<file path="src/verilog/alarm_code_pkg.sv">
// constants for the far-end alarm code transmitter: register map, field
// positions, reset values and message framing.
// assumes byte-wide registers, each on one 32-bit word of the register bus.
package alarm_code_pkg;

   // register indices; byte address is four times the index
   localparam logic [13:0] IDX_OP_IRQ_EN = 14'h0116;
   localparam logic [13:0] IDX_BLK_IRQ_EN = 14'h1104;
   localparam logic [13:0] IDX_CFG_STATUS = 14'h1131;
   localparam logic [13:0] IDX_CODE = 14'h1132;
   localparam logic [13:0] IDX_EVT_STATUS = 14'h1140;
   localparam logic [13:0] IDX_EVT_CLEAR = 14'h1141;
   localparam logic [13:0] IDX_EVT_ENABLE = 14'h1142;
   localparam int ADR_W = 16;
   localparam int IDX_LSB = 2;
   localparam int SEL_LANE = 0;

   // operation block interrupt enable fields
   localparam int OP_FRAMER_EN_BIT = 2;
   localparam logic [7:0] OP_IRQ_EN_RW = 8'hDC;
   localparam logic [7:0] OP_IRQ_EN_RST = 8'h00;

   // framer block interrupt enable fields
   localparam int BLK_TX_EN_BIT = 1;
   localparam logic [7:0] BLK_IRQ_EN_RW = 8'hC3;
   localparam logic [7:0] BLK_IRQ_EN_RST = 8'h00;

   // configuration and status fields
   localparam int CFG_BUSY_BIT = 0;
   localparam int CFG_TRIGGER_BIT = 1;
   localparam int CFG_TX_ON_BIT = 2;
   localparam int CFG_FLAG_BIT = 3;
   localparam int CFG_IRQ_ON_BIT = 4;
   localparam logic CFG_TX_ON_RST = 1'b1;

   // code register: word in bits 6..1, bits 0 and 7 read zero
   localparam int CODE_LSB = 1;
   localparam int CODE_W = 6;

   // own event status / clear / enable layout
   localparam int EVT_DONE_BIT = 0;
   localparam int EVT_START_BIT = 1;
   localparam int EVT_W = 2;

   // message framing
   localparam int MSG_LEN = 16;
   localparam int MSG_REPS = 10;
   localparam logic [7:0] MSG_ONES = 8'hFF;

endpackage

</file>
<file path="src/verilog/alarm_code_if.sv">
// link between the transmitter control and its bit serializer.
// assumes both ends run on the same clock.
`timescale 1ns/10ps
interface alarm_code_if;
   import alarm_code_pkg::*;

   logic tick;
   logic load;
   logic run;
   logic [MSG_LEN-1:0] msg;
   logic line_bit;
   logic msg_end;

   modport ctrl (output tick, output load, output run, output msg, input line_bit, input msg_end);
   modport ser (input tick, input load, input run, input msg, output line_bit, output msg_end);
endinterface

</file>
<file path="src/verilog/alarm_code_serializer.sv">
// bit serializer: one message bit per frame tick, rightmost bit first.
// assumes tick is a one-cycle pulse per outbound frame.
`timescale 1ns/10ps
module alarm_code_serializer
   import alarm_code_pkg::*;
(
   input wire logic clk,
   input wire logic sys_rst,
   alarm_code_if.ser lnk
);
   localparam int POS_W = $clog2(MSG_LEN);
   localparam logic [POS_W-1:0] LAST_POS = POS_W'(MSG_LEN - 1);

   logic [MSG_LEN-1:0] msg_q;
   logic [POS_W-1:0] idx_q;
   logic sending_q;

   ////////////////////////////////////////////////////////////////////////
   // message latch and bit position
   always_ff @(posedge clk) begin
      if (sys_rst) begin
         msg_q <= '0;
         idx_q <= '0;
         sending_q <= 1'b0;
      end else if (!lnk.run) begin
         idx_q <= '0;
         sending_q <= 1'b0;
      end else if (lnk.load) begin
         msg_q <= lnk.msg;
         idx_q <= '0;
         sending_q <= 1'b1;
      end else if (lnk.tick && sending_q) begin
         idx_q <= idx_q + 1'b1;
      end
   end

   // idle sends ones; the message repeats by index wrap
   assign lnk.line_bit = sending_q ? msg_q[idx_q] : 1'b1;
   assign lnk.msg_end = lnk.run && sending_q && lnk.tick && !lnk.load && (idx_q == LAST_POS);
endmodule

</file>
<file path="src/verilog/ds3_far_end_alarm_code_transmitter.sv">
// far-end alarm code transmitter: register file, trigger, repetition
// count, interrupt gating and frame-bit output.
// assumes a classic Wishbone master and frame pins from the framer core.
//
// Behaviour
// interrupt after the tenth message repetition
// operation block enable bit 2 gates all
// framer block enable bit 1 gates
// source enable is config bit 4
// start only on trigger rising edge
// software keeps enable set when triggering
// software clears trigger before next start
// send sixteen bits ten times, one/frame
// busy high during the ten repetitions
// keep resending message after the tenth
// ones, zero, code, zero; rightmost first
// idle pattern of ones when enabled
// code in bits 6..1, others zero
// only in C-bit parity format
// done flag set, cleared on read
//
// Local design decision: register access over Wishbone.
`timescale 1ns/10ps
module ds3_far_end_alarm_code_transmitter
   import alarm_code_pkg::*;
#(
   parameter int REPS = MSG_REPS
)(
   input wire logic clk,
   input wire logic sys_rst,
   input wire logic wb_cyc_i,
   input wire logic wb_stb_i,
   input wire logic wb_we_i,
   input wire logic [ADR_W-1:0] wb_adr_i,
   input wire logic [3:0] wb_sel_i,
   input wire logic [31:0] wb_dat_i,
   output logic [31:0] wb_dat_o,
   output logic wb_ack_o,
   input wire logic frame_slot,
   input wire logic cbit_parity_mode,
   output logic alarm_bit,
   output logic alarm_bit_valid,
   output logic irq
);
   localparam int REP_W = $clog2(REPS + 1);

   alarm_code_if lnk();

   logic [7:0] op_irq_en_q;
   logic [7:0] blk_irq_en_q;
   logic irq_on_q;
   logic tx_on_q;
   logic trigger_q;
   logic trigger_prev_q;
   logic busy_q;
   logic done_flag_q;
   logic [CODE_W-1:0] code_q;
   logic [EVT_W-1:0] evt_status_q;
   logic [EVT_W-1:0] evt_enable_q;
   logic [REP_W-1:0] rep_q;
   logic slot_s1_q;
   logic slot_s2_q;
   logic slot_s3_q;
   logic mode_s1_q;
   logic mode_s2_q;
   logic ack_q;
   logic [31:0] dat_q;
   logic alarm_bit_q;
   logic valid_q;
   logic irq_q;

   logic req;
   logic wr;
   logic rd;
   logic [13:0] idx;
   logic frame_tick;
   logic active;
   logic start;
   logic done_evt;
   logic cfg_read;
   logic [7:0] cfg_rd;
   logic [7:0] rd_byte;
   logic [EVT_W-1:0] evt_set;
   logic [EVT_W-1:0] evt_clr;
   logic wr_op;
   logic wr_blk;
   logic wr_cfg;
   logic wr_code;
   logic wr_evt_clr;
   logic wr_evt_en;
   logic trig_rise;
   logic last_rep;
   logic src_irq;
   logic evt_irq;
   logic irq_gate;

   ////////////////////////////////////////////////////////////////////////
   // bus decode
   assign req = wb_cyc_i && wb_stb_i && !ack_q;
   assign wr = req && wb_we_i && wb_sel_i[SEL_LANE];
   assign rd = req && !wb_we_i;
   assign idx = wb_adr_i[ADR_W-1:IDX_LSB];
   assign cfg_read = rd && (idx == IDX_CFG_STATUS);

   // write strobes, one per register except the read-only event status
   assign wr_op = wr && (idx == IDX_OP_IRQ_EN);
   assign wr_blk = wr && (idx == IDX_BLK_IRQ_EN);
   assign wr_cfg = wr && (idx == IDX_CFG_STATUS);
   assign wr_code = wr && (idx == IDX_CODE);
   assign wr_evt_clr = wr && (idx == IDX_EVT_CLEAR);
   assign wr_evt_en = wr && (idx == IDX_EVT_ENABLE);

   ////////////////////////////////////////////////////////////////////////
   // pin synchronisers
   always_ff @(posedge clk) begin
      if (sys_rst) begin
         slot_s1_q <= 1'b0;
         slot_s2_q <= 1'b0;
         slot_s3_q <= 1'b0;
      end else begin
         slot_s1_q <= frame_slot;
         slot_s2_q <= slot_s1_q;
         slot_s3_q <= slot_s2_q;
      end
   end

   always_ff @(posedge clk) begin
      if (sys_rst) begin
         mode_s1_q <= 1'b0;
         mode_s2_q <= 1'b0;
      end else begin
         mode_s1_q <= cbit_parity_mode;
         mode_s2_q <= mode_s1_q;
      end
   end

   // one tick per outbound frame alarm bit slot
   assign frame_tick = slot_s2_q && !slot_s3_q;
   assign active = tx_on_q && mode_s2_q;

   ////////////////////////////////////////////////////////////////////////
   // interrupt enable registers
   always_ff @(posedge clk) begin
      if (sys_rst) begin
         op_irq_en_q <= OP_IRQ_EN_RST;
      end else if (wr_op) begin
         op_irq_en_q <= wb_dat_i[7:0] & OP_IRQ_EN_RW;
      end
   end

   always_ff @(posedge clk) begin
      if (sys_rst) begin
         blk_irq_en_q <= BLK_IRQ_EN_RST;
      end else if (wr_blk) begin
         blk_irq_en_q <= wb_dat_i[7:0] & BLK_IRQ_EN_RW;
      end
   end

   ////////////////////////////////////////////////////////////////////////
   // configuration bits
   always_ff @(posedge clk) begin
      if (sys_rst) begin
         irq_on_q <= 1'b0;
         tx_on_q <= CFG_TX_ON_RST;
         trigger_q <= 1'b0;
      end else if (wr_cfg) begin
         irq_on_q <= wb_dat_i[CFG_IRQ_ON_BIT];
         tx_on_q <= wb_dat_i[CFG_TX_ON_BIT];
         trigger_q <= wb_dat_i[CFG_TRIGGER_BIT];
      end
   end

   always_ff @(posedge clk) begin
      if (sys_rst) begin
         code_q <= '0;
      end else if (wr_code) begin
         code_q <= wb_dat_i[CODE_LSB +: CODE_W];
      end
   end

   ////////////////////////////////////////////////////////////////////////
   // trigger edge
   always_ff @(posedge clk) begin
      if (sys_rst) begin
         trigger_prev_q <= 1'b0;
      end else begin
         trigger_prev_q <= trigger_q;
      end
   end

   // a level held high starts nothing further
   assign trig_rise = trigger_q && !trigger_prev_q;
   assign start = trig_rise && active;

   ////////////////////////////////////////////////////////////////////////
   // repetition count and busy
   always_ff @(posedge clk) begin
      if (sys_rst) begin
         rep_q <= '0;
      end else if (start || !active) begin
         rep_q <= '0;
      end else if (lnk.msg_end && busy_q) begin
         rep_q <= rep_q + 1'b1;
      end
   end

   assign last_rep = (rep_q == REP_W'(REPS - 1));
   assign done_evt = busy_q && lnk.msg_end && last_rep;

   always_ff @(posedge clk) begin
      if (sys_rst) begin
         busy_q <= 1'b0;
      end else if (start) begin
         busy_q <= 1'b1;
      end else if (done_evt || !active) begin
         busy_q <= 1'b0;
      end
   end

   ////////////////////////////////////////////////////////////////////////
   // serializer control; message keeps repeating after the count ends
   assign lnk.tick = frame_tick;
   assign lnk.load = start;
   assign lnk.run = active;
   assign lnk.msg = {1'b0, code_q, 1'b0, MSG_ONES};

   alarm_code_serializer u_ser (
      .clk(clk),
      .sys_rst(sys_rst),
      .lnk(lnk.ser)
   );

   always_ff @(posedge clk) begin
      if (sys_rst) begin
         alarm_bit_q <= 1'b1;
         valid_q <= 1'b0;
      end else begin
         alarm_bit_q <= lnk.line_bit;
         valid_q <= active && frame_tick;
      end
   end

   ////////////////////////////////////////////////////////////////////////
   // done flag: set wins over the read clear
   always_ff @(posedge clk) begin
      if (sys_rst) begin
         done_flag_q <= 1'b0;
      end else if (done_evt) begin
         done_flag_q <= 1'b1;
      end else if (cfg_read) begin
         done_flag_q <= 1'b0;
      end
   end

   ////////////////////////////////////////////////////////////////////////
   // event status, clear and enable
   assign evt_set = {start, done_evt};
   assign evt_clr = wr_evt_clr ? wb_dat_i[EVT_W-1:0] : '0;

   always_ff @(posedge clk) begin
      if (sys_rst) begin
         evt_status_q <= '0;
      end else begin
         evt_status_q <= evt_set | (evt_status_q & ~evt_clr);
      end
   end

   always_ff @(posedge clk) begin
      if (sys_rst) begin
         evt_enable_q <= '0;
      end else if (wr_evt_en) begin
         evt_enable_q <= wb_dat_i[EVT_W-1:0];
      end
   end

   ////////////////////////////////////////////////////////////////////////
   // interrupt output, gated at operation and framer block level
   assign src_irq = irq_on_q && done_flag_q;
   assign evt_irq = |(evt_status_q & evt_enable_q);
   assign irq_gate = op_irq_en_q[OP_FRAMER_EN_BIT]
      && blk_irq_en_q[BLK_TX_EN_BIT];

   always_ff @(posedge clk) begin
      if (sys_rst) begin
         irq_q <= 1'b0;
      end else begin
         irq_q <= irq_gate && (src_irq || evt_irq);
      end
   end

   ////////////////////////////////////////////////////////////////////////
   // read mux
   always_comb begin
      cfg_rd = '0;
      cfg_rd[CFG_BUSY_BIT] = busy_q;
      cfg_rd[CFG_TRIGGER_BIT] = trigger_q;
      cfg_rd[CFG_TX_ON_BIT] = tx_on_q;
      cfg_rd[CFG_FLAG_BIT] = done_flag_q;
      cfg_rd[CFG_IRQ_ON_BIT] = irq_on_q;
   end

   always_comb begin
      rd_byte = '0;
      unique case (idx)
         IDX_OP_IRQ_EN: begin
            rd_byte = op_irq_en_q;
         end
         IDX_BLK_IRQ_EN: begin
            rd_byte = blk_irq_en_q;
         end
         IDX_CFG_STATUS: begin
            rd_byte = cfg_rd;
         end
         IDX_CODE: begin
            rd_byte[CODE_LSB +: CODE_W] = code_q;
         end
         IDX_EVT_STATUS: begin
            rd_byte[EVT_W-1:0] = evt_status_q;
         end
         IDX_EVT_ENABLE: begin
            rd_byte[EVT_W-1:0] = evt_enable_q;
         end
         default: begin
            rd_byte = '0;
         end
      endcase
   end

   ////////////////////////////////////////////////////////////////////////
   // bus answer: one wait state, unmapped reads return zero
   always_ff @(posedge clk) begin
      if (sys_rst) begin
         ack_q <= 1'b0;
         dat_q <= '0;
      end else begin
         ack_q <= req;
         dat_q <= rd ? {24'h000000, rd_byte} : 32'h00000000;
      end
   end

   assign wb_ack_o = ack_q;
   assign wb_dat_o = dat_q;
   assign alarm_bit = alarm_bit_q;
   assign alarm_bit_valid = valid_q;
   assign irq = irq_q;
endmodule
</file>
<file path="config.mk">
export PLATFORM = sky130hd
export DESIGN_NAME = ds3_far_end_alarm_code_transmitter
export DESIGN_NICKNAME = d
export VERILOG_FILES = /design/src/verilog/alarm_code_pkg.sv /design/src/verilog/alarm_code_if.sv /design/src/verilog/alarm_code_serializer.sv /design/src/verilog/ds3_far_end_alarm_code_transmitter.sv
export SDC_FILE = /design/constraint.sdc
export NUM_CORES = 1
export LEC_CHECK = 0
export ABC_AREA = 1
export BUFFER_PORTS_ARGS = -buffer_cell sky130_fd_sc_hd__buf_2
export CAP_MARGIN = 20
export CORE_UTILIZATION = 45
export DETAILED_ROUTE_END_ITERATION = 10
export GPL_TIMING_DRIVEN = 0
export PLACE_DENSITY = 0.83
export SETUP_SLACK_MARGIN = 0.5
export SLEW_MARGIN = 10
export SYNTH_ARGS = -nofsm -noshare
export SYNTH_HDL_FRONTEND = slang
export SYNTH_SLANG_ARGS = --single-unit
</file>
<file path="constraint.sdc">
create_clock -name clk -period 1.3 [get_ports clk]
set_input_delay 0.195 -clock clk [delete_from_list [all_inputs] [get_ports clk]]
set_output_delay 0.195 -clock clk [all_outputs]
set_load 0.1 [all_outputs]
</file>
==> impl_metrics.ini <==
[status]
outcome = complete, but fails checks
violations = setup timing

[route]
dr.first_iter.drc_count = 194
firstDrtPassIters = 5
wl_um = 8560
drc = 0
avgViaCountPerCell = 5.18
drtAntennaViolNets = 0
wire_per_inst_um = 15.0
via_count = 2949

[sta]
fin_skew_ns = 0.0147
worst_pin_slew_ns = 0.650
tns_ns = -0.914
drv_slew = 0
min_period_ns = 1.38
grt_setup_unrepaired = yes
finalHoldViolCount = 0
maxSlewHeadroom_pct = 56.7
setup_viol = 21
setup_ws_ns = -0.0772
fin_crit_sh_pct = 106
max_freq_ghz = 0.726

[floorplanning]
die_y_um = 80.7
core.rowCount = 28
ioPinCount = 95
start_util_pct = 46.8
core-area_um2 = 5960
die_x_um = 80.7
dieArea_um2 = 6520

[clock_network]
cts_tree = yes
htreeDepth = 3
holdBufCountCts = 0
clockBufferDepth = 2
cts_sinks = 58
insertion_delay_ns = 0.35
cts_made_buffers = 9
clock-root-buffer = clkbuf_8
path_clk_slew_ns = 0.08

[setup_path]
cp-endpoint = code_q[1]
required_ns = 1.57
endpoint_kind = flop
start_kind = flop
slowest_stage = dfxtp_4
r2r_setup_slack_ns = -0.08
timing.rr.start = wb_ack_o
arrival_ns = 1.65
critPathLaunch = wb_ack_o
r2r-end = code_q[1]
reg2reg_depth = 7
max_stage_delay_ns = 0.34
crit_type = flop to flop
worstPathCellList = nand3b_4 -> nor2_4 -> inv_4 -> buf_12 -> nor2_8 -> nand2_1 -> a21oi_1
critPathMaxFanout = 7

[final_layout]
nNetsFinal = 551
antenna_cells = 0
syn_to_final_growth_pct = 56.8
fillers = 368
fin_area_um2 = 4380
drive_above_1_share_pct = 49.8

[grt]
grt_pass1_vias = 2791
grt_antenna_before_repair = 0
grtUsageMet2_pct = 43.6
grtUsageTotal_pct = 24.3
overflow = 0
grt_pass1_wl_um = 11900
met1_usage_pct = 25.0
met3_usage_pct = 6.97
top_usage_layer = met2
grt_max_degree = 11

[placed_design]
placed_cell_area_um2 = 3310
numPortBuffers = 41
place.gp.congestion = 0.846
dpl.hpwl_um = 4660

[logic_synthesis]
synth-edff-count = 0
yosysTopAreaCell = dfxtp_1
yosys_warnings = 0
synthTopCellsByArea = dfxtp_1 (42%), nor2_1 (7.8%), nand2_1 (7.7%)
synth_top_area_share_pct = 41.6
ys_ff_latch = 58
seq_area_frac_synth_pct = 41.6
synth_area_um2 = 2790
ys_top_cells_by_count = dfxtp_1 (58), nor2_1 (58), nand2_1 (57)
yosys.cell_types.count = 32
synth_area_per_cell_um2 = 7.29
ys.flop_type = dfxtp_1
async_flop_share_pct = 0
syn_inst = 383

[min_path]
min_from = frame_slot
hold_path_class = input port to flop

[power]
power.density_nw_per_um2 = 981
peakVddDrop_v = 0.000748
p_leak_nw = 1.89
power_w = 0.00429

[job]
cap_violations = 0
==> state kept, by name, indices dropped and copies added, names as in the netlist, 2 cells and up <==
register	count
wb_dat_o	8
u_ser.msg_q	7
code_q	6
op_irq_en_q	5
blk_irq_en_q	4
rep_q	4
u_ser.idx_q	4
evt_enable_q	2
evt_status_q	2
==> worst min-delay path by stage <==
stage / cells past startpoint / to
2_1_floorplan: 2 / mode_s1_q
3_3_place_gp: 2 / mode_s2_q
3_5_place_dp: 2 / mode_s2_q
4_1_cts: 3 / slot_s1_q
5_1_grt: 3 / slot_s1_q
6_report: 3 / slot_s1_q
==> final cells by class <==
| cell class | count | area (µm²) | share of cell area, % |
|---|---|---|---|
| plain buffers | 28 | 201 | 4.60 |
| clock buffers | 13 | 190 | 4.35 |
| clock inverters | 3 | 42.5 | 0.972 |
| inverters | 54 | 229 | 5.23 |
| multi-input cells | 266 | 1720 | 39.2 |
| flip-flops and latches | 58 | 1230 | 28.0 |
| well taps | 75 | 93.8 | 2.14 |
| repair buffers | 71 | 668 | 15.3 |
| repair inverters | 1 | 7.51 | 0.172 |
==> worst max-delay path, delay by kind of cell, from the launching register on <==
family	cells	cell delay [ns]
AOI/OAI and AO/OA	1	0.20
buffers and inverters	2	0.20
DFF	1	0.34
and+or+nand+nor	4	0.55
==> routing by layer <==
layer | vias to the layer above | part of all wire (%)
li1 | 1385 | -
met1 | 1375 | 37
met2 | 154 | 53
met3 | 35 | 6.4
met4 | 0 | 3.6
met5 | - | 0
==> per-stage QoR <==
step	utilization, %	hold slack (ns)	setup WS (ns)	cells
6_report	73.5	0.0402	-0.0772	569
3_5_place_dp	55.5	0.393	-0.0898	522
2_1_floorplan	-	0.302	-0.0874	406
5_1_grt	73.5	0.0597	-0.144	569
4_1_cts	69.1	0.0422	-0.0308	564
3_3_place_gp	55.5	0.383	-0.0553	522
==> cells in the final DEF (no fill, tap or decap), types with 2 or more instances in the layout <==
cell type / instances
nor2_1: 44
nand2_1: 41
inv_1: 40
buf_4: 37
dfxtp_1: 36
buf_2: 32
conb_1: 24
a21oi_1: 20
nand3_1: 17
nor2_4: 16
buf_6: 16
nand2_2: 15
a21oi_2: 15
o21ai_2: 15
dfxtp_4: 15
clkbuf_8: 12
buf_12: 12
o21ai_1: 10
nor2_2: 8
nand2_4: 7
dfxtp_2: 7
inv_4: 6
nand3_2: 6
o21ai_0: 5
inv_2: 4
nand4_1: 3
clkinv_2: 2
nor2_8: 2
nand3_4: 2
o21ai_4: 2
ha_1: 2
clkinvlp_4: 2
==> power by group <==
group	internal (W)	leakage [nW]	total, W	switching [W]
clock	0.00116	0.117	0.00192	0.000760
combinational	0.000148	1.29	0.000619	0.000470
sequential	0.00175	0.482	0.00176	0.00000512
total	0.00306	1.89	0.00429	0.00124
==> timing repair <==
action                     CTS  global route
setup endpoints to repair   61            64
gates cloned                 1             0
buffers inserted            25             5
resized for setup          106            60
pin swaps                   22            21
==> logic make-up after synthesis <==
logic type | after synthesis | synth area share (%)
DFF | 58 | 41.6
buffers and inverters | 82 | 14.3
AOI/OAI and AO/OA | 69 | 12.9
adders and majority gates | 3 | 1.35
and+or+nand+nor | 168 | 29.1
other | 1 | 0.134
xor gates and xnor gates | 2 | 0.628
No activity file was read; power rests on OpenSTA's default activity.
